==> config.mk <==
export PLATFORM = sky130hd
export DESIGN_NAME = hsic_ctrl
export DESIGN_NICKNAME = d
export VERILOG_FILES = /design/src/design/hsic_pkg.sv /design/src/design/hsic_route_if.sv /design/src/design/hsic_ctrl.sv /design/src/design/hsic_route_dec.sv
export VERILOG_INCLUDE_DIRS = /design/src /design/src/design
export SDC_FILE = /design/constraint.sdc
export NUM_CORES = 1
export LEC_CHECK = 0
export BUFFER_PORTS_ARGS = -buffer_cell sky130_fd_sc_hd__buf_2
export CAP_MARGIN = 20
export CELL_PAD_IN_SITES_DETAIL_PLACEMENT = 0
export CELL_PAD_IN_SITES_GLOBAL_PLACEMENT = 2
export CORE_ASPECT_RATIO = 0.8
export CORE_MARGIN = 3
export CORE_UTILIZATION = 28
export CTS_BUF_LIST = sky130_fd_sc_hd__clkbuf_8
export CTS_CLUSTER_DIAMETER = 50
export DETAILED_ROUTE_END_ITERATION = 10
export PLACE_DENSITY_LB_ADDON = 0.2
export RECOVER_POWER = 50
export SYNTH_ARGS = -nofsm -noshare
export SYNTH_HDL_FRONTEND = slang
export SYNTH_SLANG_ARGS = --single-unit
==> constraint.sdc <==
create_clock -name pclk -period 1.3 [get_ports pclk]
set_input_delay 0.065 -clock pclk [delete_from_list [all_inputs] [get_ports pclk]]
set_output_delay 0.065 -clock pclk [all_outputs]
set_load 0.01 [all_outputs]
==> src/design/hsic_map.svh <==
// register offsets, field positions, reset values and route codes for host serial irq control
`ifndef HSIC_MAP_SVH
`define HSIC_MAP_SVH
// byte offsets on the apb
`define HSIC_OFF_CTRL4 12'h000
`define HSIC_OFF_LINE_DRIVE 12'h004
`define HSIC_OFF_SP_ROUTE 12'h008
`define HSIC_OFF_SP_ADDR 12'h00C
`define HSIC_OFF_IRQ_STATUS 12'h010
`define HSIC_OFF_IRQ_MASK 12'h014
`define HSIC_OFF_STATE 12'h018
// field positions
`define HSIC_CTRL4_SMIE_BIT 1
`define HSIC_EV_CH4_SMI_BIT 0
`define HSIC_EV_SP_IRQ_BIT 1
`define HSIC_EV_SMIE_DROP_BIT 2
`define HSIC_EV_WIDTH 3
// reset values
`define HSIC_CTRL4_RESET 8'h00
`define HSIC_LINE_DRIVE_RESET 8'h00
`define HSIC_SP_ROUTE_RESET 8'h00
`define HSIC_SP_ADDR_RESET 16'h0000
`define HSIC_EV_RESET 3'h0
// route codes
`define HSIC_CODE_NONE 4'h0
`define HSIC_CODE_SMI 4'h2
`endif

==> src/design/hsic_pkg.sv <==
// types shared by the host serial irq control modules
package hsic_pkg;
  typedef logic [3:0] hsic_code_t; // serial port route code
  typedef logic [15:0] hsic_slots_t; // one bit per host irq slot
endpackage

==> src/design/hsic_route_if.sv <==
// carrier between the control top and the route decoder
`timescale 1ns/1ps
interface hsic_route_if;
  import hsic_pkg::*;
  hsic_code_t code; // route code from register
  logic irq_in; // serial port interrupt level
  hsic_slots_t slot_req; // decoded slot requests
  logic smi_req; // decoded smi request
  modport ctrl (output code, output irq_in, input slot_req, input smi_req);
  modport dec (input code, input irq_in, output slot_req, output smi_req);
endinterface

==> src/design/hsic_ctrl.sv <==
// host serial irq control: apb registers, channel-4 smi, slot drive, serial port route
//
// The placing of the registers and the APB slave port were decided locally.
`timescale 1ns/1ps
`include "hsic_map.svh"
module hsic_ctrl
  import hsic_pkg::*;
#(
  parameter int ADDR_SPAN_BITS = 3 // low host address bits ignored in port decode
)
(
  input wire logic pclk,
  input wire logic presetn,
  input wire logic psel,
  input wire logic penable,
  input wire logic pwrite,
  input wire logic [11:0] paddr,
  input wire logic [31:0] pwdata,
  output logic [31:0] prdata,
  output logic pready,
  output logic pslverr,
  input wire logic lpc_hw_reset,
  input wire logic lpc_sw_reset,
  input wire logic output_buffer_full_ch4,
  input wire logic direct_request_mode_ch4,
  input wire logic fifo_serial_port_enable,
  input wire logic fifo_serial_port_irq,
  input wire logic host_io_valid,
  input wire logic [15:0] host_io_addr,
  output logic fifo_serial_addr_hit,
  output logic [7:0] slot_drive_out,
  output logic [7:0] slot_drive_oe,
  output logic [15:0] host_irq_slot_n,
  output logic host_smi_req,
  output logic irq
);

  // elaboration check on the decode span
  if (ADDR_SPAN_BITS < 0 || ADDR_SPAN_BITS > 8)
  begin : g_bad_span
    $error("ADDR_SPAN_BITS must lie in 0..8");
  end

  // true when the apb address hits a register offset
  function automatic logic hit(input logic [11:0] a, input logic [11:0] off);
    hit = (a == off);
  endfunction

  // true when the offset is one of ours
  function automatic logic mapped(input logic [11:0] a);
    mapped = hit(a, `HSIC_OFF_CTRL4) || hit(a, `HSIC_OFF_LINE_DRIVE) ||
             hit(a, `HSIC_OFF_SP_ROUTE) || hit(a, `HSIC_OFF_SP_ADDR) ||
             hit(a, `HSIC_OFF_IRQ_STATUS) || hit(a, `HSIC_OFF_IRQ_MASK) ||
             hit(a, `HSIC_OFF_STATE);
  endfunction

  // register state
  logic [7:0] ctrl4_r; // bit1 smi enable, bit0 reserved
  logic [7:0] ctrl4_nxt;
  logic smie_armed_r; // a zero was read from the enable
  logic smie_armed_nxt;
  logic [7:0] line_drive_r; // slot drive select
  logic [7:0] line_drive_nxt;
  logic [7:0] sp_route_r; // serial port route, high nibble reserved
  logic [7:0] sp_route_nxt;
  logic [15:0] sp_addr_r; // serial port host address
  logic [15:0] sp_addr_nxt;
  logic [`HSIC_EV_WIDTH-1:0] ev_status_r; // sticky events
  logic [`HSIC_EV_WIDTH-1:0] ev_status_nxt;
  logic [`HSIC_EV_WIDTH-1:0] ev_mask_r; // event mask
  logic [`HSIC_EV_WIDTH-1:0] ev_mask_nxt;
  logic [31:0] prdata_r; // read data captured in setup
  logic [31:0] prdata_nxt;
  logic obf_prev_r; // buffer-full of last cycle
  logic ch4_smi_r; // registered channel-4 smi
  logic ch4_smi_nxt;
  logic sp_smi_r; // registered serial smi
  logic [15:0] sp_slots_r; // registered serial slot requests
  logic sp_req_prev_r; // any serial request last cycle
  logic addr_hit_r; // registered host decode
  logic addr_hit_nxt;

  // apb phase strobes
  logic setup_ph; // first cycle of a transfer
  logic access_ph; // completing cycle
  logic wr_en; // write takes effect
  logic rd_done; // read completes
  logic obf_fall; // buffer-full cleared
  logic smie_hw_clr; // hardware clear of the enable
  logic sp_req_any; // serial route asserts something

  assign setup_ph = psel && !penable;
  assign access_ph = psel && penable;
  assign wr_en = access_ph && pwrite && mapped(paddr);
  assign rd_done = access_ph && !pwrite && mapped(paddr);
  assign obf_fall = obf_prev_r && !output_buffer_full_ch4;

  // route decoder
  hsic_route_if rif ();
  assign rif.code = sp_route_r[3:0];
  assign rif.irq_in = fifo_serial_port_irq;
  hsic_route_dec u_dec (
    .rif (rif)
  );
  assign sp_req_any = rif.smi_req || (rif.slot_req != 16'h0000);

  // apb answers: zero wait, error on unmapped offsets
  always_comb
  begin
    pready = 1'b1;
    pslverr = access_ph && !mapped(paddr);
  end
  assign prdata = prdata_r;

  // hardware clears of the channel-4 enable
  always_comb
  begin
    smie_hw_clr = lpc_hw_reset || lpc_sw_reset;
    if (!direct_request_mode_ch4 && obf_fall)
    begin
      smie_hw_clr = 1'b1;
    end
  end

  // next values of the control registers
  always_comb
  begin
    ctrl4_nxt = ctrl4_r;
    smie_armed_nxt = smie_armed_r;
    line_drive_nxt = line_drive_r;
    sp_route_nxt = sp_route_r;
    sp_addr_nxt = sp_addr_r;
    ev_mask_nxt = ev_mask_r;
    // a read returning zero arms the enable
    if (rd_done && hit(paddr, `HSIC_OFF_CTRL4))
    begin
      smie_armed_nxt = !ctrl4_r[`HSIC_CTRL4_SMIE_BIT];
    end
    if (wr_en)
    begin
      // only the slave-side bus reaches these registers
      if (hit(paddr, `HSIC_OFF_CTRL4))
      begin
        ctrl4_nxt[0] = pwdata[0]; // reserved bit, stored as written
        if (!pwdata[`HSIC_CTRL4_SMIE_BIT])
        begin
          ctrl4_nxt[`HSIC_CTRL4_SMIE_BIT] = 1'b0;
        end
        else if (smie_armed_r)
        begin
          ctrl4_nxt[`HSIC_CTRL4_SMIE_BIT] = 1'b1;
        end
        smie_armed_nxt = 1'b0; // a write consumes the arming
      end
      if (hit(paddr, `HSIC_OFF_LINE_DRIVE))
      begin
        line_drive_nxt = pwdata[7:0];
      end
      if (hit(paddr, `HSIC_OFF_SP_ROUTE))
      begin
        sp_route_nxt = pwdata[7:0];
      end
      // address held while the port runs
      if (hit(paddr, `HSIC_OFF_SP_ADDR) && !fifo_serial_port_enable)
      begin
        sp_addr_nxt = pwdata[15:0];
      end
      if (hit(paddr, `HSIC_OFF_IRQ_MASK))
      begin
        ev_mask_nxt = pwdata[`HSIC_EV_WIDTH-1:0];
      end
    end
    // hardware clear wins over a software set in the same cycle
    if (smie_hw_clr)
    begin
      ctrl4_nxt[`HSIC_CTRL4_SMIE_BIT] = 1'b0;
    end
  end

  // channel-4 smi request and host decode
  always_comb
  begin
    if (direct_request_mode_ch4)
    begin
      ch4_smi_nxt = ctrl4_r[`HSIC_CTRL4_SMIE_BIT];
    end
    else
    begin
      ch4_smi_nxt = ctrl4_r[`HSIC_CTRL4_SMIE_BIT] && output_buffer_full_ch4;
    end
    // compare the upper address bits against the programmed base
    addr_hit_nxt = host_io_valid && fifo_serial_port_enable &&
                   ((host_io_addr >> ADDR_SPAN_BITS) == (sp_addr_r >> ADDR_SPAN_BITS));
  end

  // sticky events, set wins over a write-one clear
  always_comb
  begin
    ev_status_nxt = ev_status_r;
    if (wr_en && hit(paddr, `HSIC_OFF_IRQ_STATUS))
    begin
      ev_status_nxt = ev_status_r & ~pwdata[`HSIC_EV_WIDTH-1:0];
    end
    if (ch4_smi_nxt && !ch4_smi_r)
    begin
      ev_status_nxt[`HSIC_EV_CH4_SMI_BIT] = 1'b1;
    end
    if (sp_req_any && !sp_req_prev_r)
    begin
      ev_status_nxt[`HSIC_EV_SP_IRQ_BIT] = 1'b1;
    end
    if (smie_hw_clr && ctrl4_r[`HSIC_CTRL4_SMIE_BIT])
    begin
      ev_status_nxt[`HSIC_EV_SMIE_DROP_BIT] = 1'b1;
    end
  end

  // read data, captured in the setup cycle
  always_comb
  begin
    prdata_nxt = prdata_r;
    if (setup_ph && !pwrite)
    begin
      prdata_nxt = 32'h00000000;
      if (hit(paddr, `HSIC_OFF_CTRL4))
      begin
        prdata_nxt[7:0] = ctrl4_r;
      end
      else if (hit(paddr, `HSIC_OFF_LINE_DRIVE))
      begin
        prdata_nxt[7:0] = line_drive_r;
      end
      else if (hit(paddr, `HSIC_OFF_SP_ROUTE))
      begin
        prdata_nxt[7:0] = sp_route_r;
      end
      else if (hit(paddr, `HSIC_OFF_SP_ADDR))
      begin
        prdata_nxt[15:0] = sp_addr_r;
      end
      else if (hit(paddr, `HSIC_OFF_IRQ_STATUS))
      begin
        prdata_nxt[`HSIC_EV_WIDTH-1:0] = ev_status_r;
      end
      else if (hit(paddr, `HSIC_OFF_IRQ_MASK))
      begin
        prdata_nxt[`HSIC_EV_WIDTH-1:0] = ev_mask_r;
      end
      else if (hit(paddr, `HSIC_OFF_STATE))
      begin
        // live state of the block
        prdata_nxt[4:0] = {host_smi_req, fifo_serial_port_enable,
                           direct_request_mode_ch4, output_buffer_full_ch4, smie_armed_r};
      end
      else
      begin
        prdata_nxt = 32'h00000000; // unmapped reads as zero
      end
    end
  end

  // register all state
  always_ff @(posedge pclk or negedge presetn)
  begin
    if (!presetn)
    begin
      ctrl4_r <= `HSIC_CTRL4_RESET;
      smie_armed_r <= 1'b0;
      line_drive_r <= `HSIC_LINE_DRIVE_RESET;
      sp_route_r <= `HSIC_SP_ROUTE_RESET;
      sp_addr_r <= `HSIC_SP_ADDR_RESET;
      ev_status_r <= `HSIC_EV_RESET;
      ev_mask_r <= `HSIC_EV_RESET;
      prdata_r <= 32'h00000000;
      obf_prev_r <= 1'b0;
      ch4_smi_r <= 1'b0;
      sp_smi_r <= 1'b0;
      sp_slots_r <= 16'h0000;
      sp_req_prev_r <= 1'b0;
      addr_hit_r <= 1'b0;
    end
    else
    begin
      ctrl4_r <= ctrl4_nxt;
      smie_armed_r <= smie_armed_nxt;
      line_drive_r <= line_drive_nxt;
      sp_route_r <= sp_route_nxt;
      sp_addr_r <= sp_addr_nxt;
      ev_status_r <= ev_status_nxt;
      ev_mask_r <= ev_mask_nxt;
      prdata_r <= prdata_nxt;
      obf_prev_r <= output_buffer_full_ch4;
      ch4_smi_r <= ch4_smi_nxt;
      sp_smi_r <= rif.smi_req;
      sp_slots_r <= rif.slot_req;
      sp_req_prev_r <= sp_req_any;
      addr_hit_r <= addr_hit_nxt;
    end
  end

  // slot pins: low level driven only while selected
  always_comb
  begin
    slot_drive_out = 8'h00;
    slot_drive_oe = line_drive_r;
  end

  // block outputs
  always_comb
  begin
    host_smi_req = ch4_smi_r || sp_smi_r;
    host_irq_slot_n = sp_slots_r;
    fifo_serial_addr_hit = addr_hit_r;
    irq = |(ev_status_r & ev_mask_r);
  end

endmodule // hsic_ctrl

==> src/design/hsic_route_dec.sv <==
// decoder that routes the serial port interrupt to one host slot or smi
`timescale 1ns/1ps
`include "hsic_map.svh"
module hsic_route_dec
  import hsic_pkg::*;
(
  hsic_route_if.dec rif
);
  // decode the route code
  always_comb
  begin
    rif.slot_req = '0;
    rif.smi_req = 1'b0;
    if (rif.code == `HSIC_CODE_SMI)
    begin
      rif.smi_req = rif.irq_in;
    end
    else if (rif.code != `HSIC_CODE_NONE)
    begin
      rif.slot_req[rif.code] = rif.irq_in;
    end
  end
endmodule // hsic_route_dec

Word level (Yosys, flattened, before mapping)
Cells that the tools add are included.
- word-level logic and storage cells: 116
- register bits after elaboration: 94
- input bits: 72
- output and inout bits: 69
- $lt $le $gt $ge: 2
- bitwise operators: 4
- reduce and logical (&&, ||, !) cells: 53
- muxes and demuxes: 31
- equality and inequality tests: 9
- operator list (operator ; count):
    $mux 16 ; 3
    $mux 8 ; 5
    $eq 12x5->1 const B ; 3
    $eq 12x4->1 const B ; 2
    $mux 24 ; 1
    $logic_and 1x1->1 ; 20
    $and 16x16->16 ; 1
    $reduce_bool 16->1 ; 1
    $eq 13x13->1 ; 1
    $mux 1 ; 13
    $eq 12x3->1 const B ; 1
    $logic_not 12->1 ; 1
    $reduce_and 2->1 ; 5
    $reduce_bool 2->1 ; 5
    $logic_not 1->1 ; 9
    $logic_or 1x1->1 ; 9
    $mux 3 ; 3
    $mux 2 ; 4
    $and 3x3->3 ; 2
    $lt 4x5->1 const B ; 1
    $mux 5 ; 1
    $demux 1 s4 ; 1
    $eq 4x2->1 const B ; 1
    $ge 4x1->1 const B ; 1
    5 further kinds ; 5

Depth between registers and ports, before layout
Gate-level depths: netlist of run 1.
- depth in word-level cells: 12
- mapped depth: 6
- gate-level depth less buffers: 4

By module
From an unflattened synthesis of run 1, not the netlist that was laid out.
- cells, all modules: 323
- area, all modules: 3774.9 um^2
- modules (own cells, without submodules) (module ; area each (um^2) ; cells an instance ; times used):
    hsic_ctrl ; 3651.0 ; 298 ; 1
    hsic_route_dec ; 123.9 ; 25 ; 1

Worst setup path before layout of run 1
No wires, ideal clock.
- path type: input-to-reg
- from: input paddr[7]
- to: register sp_addr_r[0]
- arrival: 1.355 ns
- slack: -0.181 ns
- buffers on the path: 2
- stages: 6
- library setup time: 0.125 ns
- path through: nor3_1 -> and4_1 -> buf_6 -> nand4b_4 -> buf_6 -> mux2_4
- longest elaborated chain between the ends: 9
- elaborated cells between the ends (all ways): 16
- ends and longest elaborated chain (what ; line ; text):
    start: declaration ; hsic_ctrl.sv:17 ; input wire logic [11:0] paddr,
    $eq 12x3->1 / $logic_not 12->1 (equally long branches) ; hsic_ctrl.sv:46 ; hit = (a == off);
    $logic_or 1x1->1 (6 in series) ; hsic_ctrl.sv:51 ; mapped = hit(a, `HSIC_OFF_CTRL4) || hit(a, `HSIC_OFF_LINE_DRIVE) ||
    $logic_and 1x1->1 ; hsic_ctrl.sv:94 ; assign wr_en = access_ph && pwrite && mapped(paddr);
    $reduce_and 2->1 (no source line) * ; - ;
    end signal: assignment ; hsic_ctrl.sv:271 ; sp_addr_r <= `HSIC_SP_ADDR_RESET;
    end signal: assignment ; hsic_ctrl.sv:288 ; sp_addr_r <= sp_addr_nxt;
    end: declaration ; hsic_ctrl.sv:66 ; logic [15:0] sp_addr_r;
Mark *: on every way between the ends. The rest lies on a longest branch, timed or not.
A chain may end at the register's enable or synchronous reset.

Worst setup path after layout of run 1
- from: register ev_status_r[1]
- to: output irq
- longest elaborated chain between the ends: 2
- ends and longest elaborated chain (what ; line ; text):
    start: declaration ; hsic_ctrl.sv:68 ; logic [`HSIC_EV_WIDTH-1:0] ev_status_r;
    start signal: assignment ; hsic_ctrl.sv:272 ; ev_status_r <= `HSIC_EV_RESET;
    start signal: assignment ; hsic_ctrl.sv:289 ; ev_status_r <= ev_status_nxt;
    $and 3x3->3 ; hsic_ctrl.sv:314 ; irq = |(ev_status_r & ev_mask_r);
    $reduce_or 3->1 ; hsic_ctrl.sv:314 ;
    end: declaration ; hsic_ctrl.sv:35 ; output logic irq
Every way passes these cells.

==> results.toml, run 1 <==
[sta]
setup_viol = 3
worstMarginPinSlew_ns = 0.5296
fin_worst_skew_ns = 0.009228
final.setup.worst_slack_ns = -0.1211
rsz0062_at_grt = "yes"
final_hold_viol_count = 0
slew-limit-headroom_pct = 64.69
fmax_mhz = 703.7
period_share_pct = 109.3
drv_slew = 0
final.setup.tns_ns = -0.2727
post-route-min-period_ns = 1.421

[clock_tree]
clk_latency_ns = 0.36
cts_tree = "done"
cts.sinks = 78
max-clock-path-buffers = 2
clk_pin_slew_ns = 0.09
cts_made_buffers = 9
cts_max_level = 3
root_buffer = "clkbuf_8"

[min_path]
hold-path-cell-count = 4
hp-class = "primary input to register"

[worst_setup_path]
reg2reg_from = "ev_status_r[0]"
ff2ff_setup_slack_ns = -0.09
critPathKind = "register to output pin"
r2r_cells = 4
endpoint = "irq"
crit_path_end_kind = "output pin"
worstPathArrival_ns = 1.36
required_ns = 1.24
path_cells = "buf_6, a222oi_1, inv_1, buf_2"
cp_slowest_stage_delay_ns = 0.40
r2r-end = "prdata[0]"
crit_fanout = 2
critPathLaunchType = "register"
worstSetupStartpoint = "ev_status_r[1]"
slowest_stage = "dfrtp_1"

[layout]
area_growth_pct = 40.12
layout_common_cells = "buf_2 (80), dfrtp_1 (78), buf_4 (43), dlygate4sd3_1 (29), mux2_2 (28)"
layout.nets = 561
drive_gt1_share_pct = 38.87
diodes = 0
final_core_util_pct = 41.26
final_common_cell = "buf_2"
fin_area_mm2 = 0.005147

[grt]
grt_first_pass_wirelength_mm = 16.92
overflow = 0
antenna_found_initial = 0
grt_start_max_net_pins = 41
track_usage_pct = 15.01
grt_pass1_vias = 3114

[power_and_ir_drop]
p_int_mw = 3.564
vdd_ir_drop_max_uv = 359.5
power_density_mw_per_mm2 = 934.9
power_frac_seq_pct = 50.6
p_sw_share_pct = 25.93
power.share.combinational_pct = 10.4
clockPowerShare_pct = 39.0
total_power_mw = 4.812
p_switching_mw = 1.248
p_leak_nw = 2.646

[logic_synthesis]
synth.cell_area_mm2 = 0.003674
ys_types = 43
synth_warnings = 0
synth-edff-count = 0
ys_ff_latch = 78
avgSynthCellArea_um2 = 11.77
synth_top_flop_cell = "dfrtp_1"
ys_seq_area_share_pct = 53.13
netlist_instances = 312
async_reset_ff_share_pct = 100.0

[drt]
dr.pass1.iters = 4
drc = 0
viasPerCell = 4.426
vias = 2943
wl_per_cell_um = 15.69
ant_nets = 0
drt-initial-drc-count = 195
routed_wl_mm = 10.44

[place]
place_area_mm2 = 0.004652
place.gp.congestion = 0.7716
io_buffers = 96
dp_hpwl_mm = 7.687
pre_cts_ws_ns = -0.2785

[die]
die_h_um = 108.5
ios = 141
die-area_mm2 = 0.01454
row_count = 36
core_mm2 = 0.01248
start_util_pct = 29.44
die_w_um = 134.1

[run_status]
status = "finished with violations"
violations = "negative setup slack"

[flow_run]
maxCapViolCount = 0
## synthesized netlist by cell type (all sizes together) (2+ instances only)
master  count  share of area (%)
nor2       24                2.5
mux2       39                 13
nor3        7                1.1
xnor2      13                3.1
conb        2               0.20
o21ai       8                1.1
a21o        3               0.61
nand3      10                1.4
a21oi       2               0.27
clkbuf      6               0.61
o211ai      2               0.41
inv         7               0.72
a222oi      3               0.82
nand2b      5               0.85
nand2      17                1.7
dfrtp      78                 53
o22ai       3               0.51
o31ai       6                1.2
nand4       6                1.0
and3        3               0.51
nor2b       5               0.85
a22o       13                3.1
nor3b       4               0.82
buf        29                5.9
mux2i       3               0.82
nor4        2               0.75
## state kept, by name, summed over array words and instances, names as in the netlist
register              count
prdata                   16
smie_armed_r              1
ctrl4_r                   2
sp_req_prev_r             1
sp_addr_r                16
ev_status_r               3
sp_route_r                8
ch4_smi_r                 1
fifo_serial_addr_hit      1
sp_smi_r                  1
slot_drive_oe             8
obf_prev_r                1
ev_mask_r                 3
host_irq_slot_n          16
## cells by family after synthesis
logic type / after synthesis / synth area share (%)
and+or+nand+nor: 89 / 13.08
DFF: 78 / 53.13
AOI/OAI and AO/OA: 46 / 9.435
muxes: 42 / 13.79
buffers and inverters: 42 / 7.255
xor gates and xnor gates: 13 / 3.099
other: 2 / 0.2044
## metal layers
| layer | vias to the layer above | track usage (%) | wire, µm |
|---|---|---|---|
| met5 | - | 0 | 0 |
| met4 | 0 | 3.706 | 49 |
| met3 | 4 | 4.465 | 472 |
| met2 | 75 | 22.60 | 4708 |
| met1 | 1450 | 21.26 | 5204 |
| li1 | 1414 | - | - |
## timing repair
item,in CTS,in global routing
pin swaps,1,7
endpoints found under the hold margin,105,0
resized for setup,2,5
setup buffers,3,1
endpoints found under the setup margin,2,4
hold buffers,29,0
## layout make-up
class	instances	area (µm²)
Fill cell	1242	7330
Sequential cell	78	1952
Multi-Input combinational cell	217	1565
Timing Repair Buffer	176	1194
Tap cell	171	214.0
Clock buffer	9	123.9
Clock inverter	7	72.57
Inverter	7	26.28
## power groups by stage
stage | clock, mW | sequential, mW | combinational, mW
after detailed placement | 0 | 2.48 | 0.435
after floorplan | 0 | 2.49 | 0.203
after global routing | 2.06 | 2.44 | 0.555
after global placement | 0 | 2.48 | 0.433
final | 1.88 | 2.44 | 0.498
after CTS | 1.97 | 2.44 | 0.507
## worst max-delay path, delay by kind of cell (launching register included)
kind	cells	cell delay [ns]
compound gates	1	0.27
buf+inv	3	0.33
flops	1	0.40
## worst min path at each step
stage | from | to | slack (ns)
6_report | host_io_addr[14] | fifo_serial_addr_hit | 0.03
5_1_grt | host_io_addr[14] | fifo_serial_addr_hit | 0.01
4_1_cts | host_io_addr[14] | fifo_serial_addr_hit | 0.01
3_5_place_dp | presetn | host_irq_slot_n[3] | -0.03
3_3_place_gp | presetn | host_irq_slot_n[3] | -0.03
2_1_floorplan | presetn | ch4_smi_r | -0.23
## metrics by stage
stage	hold slack, ns	cells
after floorplan	-0.2306	337
after global placement	-0.02899	617
after detailed placement	-0.02684	617
after CTS	0.01032	664
after global routing	0.01347	665
final	0.03386	665
No activity file was read; power rests on OpenSTA's default activity.
==> run 2: changes to the inputs <==
- CELL_PAD_IN_SITES_GLOBAL_PLACEMENT: 2 -> 1
- CORE_UTILIZATION: 28 -> 35
==> run 2 against run 1 <==
The flow still finishes with violations (negative setup slack). Clock power is 8% lower. Sequential power is essentially flat. Worst setup slack improved by 0.042 ns. Critical path type unchanged. Critical endpoint unchanged. Highest routed layer unchanged.
==> results.toml, run 2 (synthesis results as in run 1) <==
[power_and_ir_drop]
p_int_mw = 3.442
power_density_mw_per_mm2 = 932.5
total_power_mw = 4.634
clockPowerShare_pct = 37.3
vdd_ir_drop_max_uv = 439.1
p_switching_mw = 1.192
power_frac_seq_pct = 52.6
p_leak_nw = 2.590
p_sw_share_pct = 25.72
power.share.combinational_pct = 10.2

[worst_setup_path]
required_ns = 1.24
critPathLaunchType = "register"
worstPathArrival_ns = 1.31
crit_fanout = 2
critPathKind = "register to output pin"
crit_path_end_kind = "output pin"

[layout]
drive_gt1_share_pct = 39.05
multi_input_comb_area_mm2 = 0.001560
layout_common_cells = "buf_2 (81), dfrtp_1 (78), buf_4 (39), mux2_2 (29), conb_1 (27)"
area_growth_pct = 35.29
final_common_cell = "buf_2"
diodes = 0
nFillCells = 963
register_area_mm2 = 0.001952
fin_area_mm2 = 0.004970
layout.nets = 551

[sta]
post-route-min-period_ns = 1.379
fmax_mhz = 725.0
final_hold_viol_count = 0
rsz0062_at_grt = "yes"
period_share_pct = 106.1
setup_viol = 2
worstMarginPinSlew_ns = 0.7652
drv_slew = 0
slew-limit-headroom_pct = 48.98
fin_worst_skew_ns = 0.004871
final.setup.worst_slack_ns = -0.07928

[grt]
grt_first_pass_wirelength_mm = 16.07
grt_pass1_vias = 3033
grt_start_max_net_pins = 31
track_usage_pct = 17.79
overflow = 0
antenna_found_initial = 0

[drt]
viasPerCell = 4.790
drt-met1-wl_mm = 4.689
wl_met2_mm = 4.475
drt-initial-drc-count = 161
routed_wl_mm = 10.01
dr.pass1.iters = 4
wl_per_cell_um = 16.14
routed-wl-met3_um = 664
top_layer = "met4"
ant_nets = 0
vias = 2970
drc = 0

[place]
pre_cts_ws_ns = -0.4007
io_buffers = 96
place_area_mm2 = 0.004558
dp_hpwl_mm = 7.294
place.gp.congestion = 0.8071

[die]
row_count = 32
core_mm2 = 0.009930
die_h_um = 97.64
die-area_mm2 = 0.01177
start_util_pct = 37.00
die_w_um = 120.5
ios = 141

[clock_tree]
max-clock-path-buffers = 2
cts_tree = "done"
root_buffer = "clkbuf_8"
cts.sinks = 78
clk_pin_slew_ns = 0.08
cts_made_buffers = 9
clk_latency_ns = 0.36
cts_max_level = 3

[run_status]
violations = "negative setup slack"
status = "finished with violations"

[flow_run]
maxCapViolCount = 0

[min_path]
hp-class = "primary input to register"
==> run 2: critical path, stage by stage (launching register included) <==
cell	delay [ns]
dfrtp_1	0.39
a222oi_1	0.36
inv_1	0.06
buf_2	0.14
==> run 2: final timing paths <==
path	start	endpoint	cells past startpoint	slack, ns
worst min-delay path	fifo_serial_port_irq	sp_req_prev_r	2	0.02
max in group asynchronous	presetn	host_irq_slot_n[9]	3	0.20
min in group asynchronous	presetn	host_irq_slot_n[0]	2	0.30
worst min register to register	prdata[5]	prdata[5]	2	0.49
worst max register to register	ev_status_r[0]	prdata[0]	4	-0.02
worst max-delay path	ev_mask_r[2]	irq	3	-0.08
==> run 2: metrics by stage <==
step | utilization [%] | std cells | hold WS, ns | TNS [ns]
after floorplan | - | 337 | -0.2306 | -2.041
after global placement | 45.90 | 577 | 0.02690 | -11.40
after detailed placement | 45.90 | 577 | 0.02929 | -12.80
after CTS | 50.47 | 620 | 0.0008539 | -0.1403
after global routing | 50.05 | 620 | 0.01096 | -0.3430
final | 50.05 | 620 | 0.01810 | -0.09803
==> run 2: power groups by stage <==
stage                     Combinational (mW)  Sequential (mW)  Clock (mW)
after detailed placement               0.427             2.48           0
after global placement                 0.424             2.48           0
after CTS                              0.481             2.44        1.78
after global routing                   0.525             2.44        1.89
after floorplan                        0.203             2.49           0
final                                  0.471             2.44        1.73
==> run 2: repair_timing <==
action / 4_1_cts / 5_1_grt
hold buffers: 23 / 0
buffers inserted: 4 / 0
gates resized for setup: 4 / 2
setup endpoints to repair: 3 / 11
pin swaps: 1 / 2
endpoints found under the hold margin: 82 / 0
==> run 2: layout make-up <==
type,instances,area share [%]
inverters,7,0.5287
flip-flops and latches,78,39.27
multi-input cells,217,31.39
well taps,136,3.424
repair buffers,166,21.65
clock buffers,11,3.046
clock inverters,5,0.6798
==> run 2: layer usage <==
layer / track usage, % / up-vias
met5: 0 / -
met4: 5.314 / 0
met3: 5.995 / 16
met2: 27.35 / 109
met1: 23.78 / 1454
li1: - / 1391
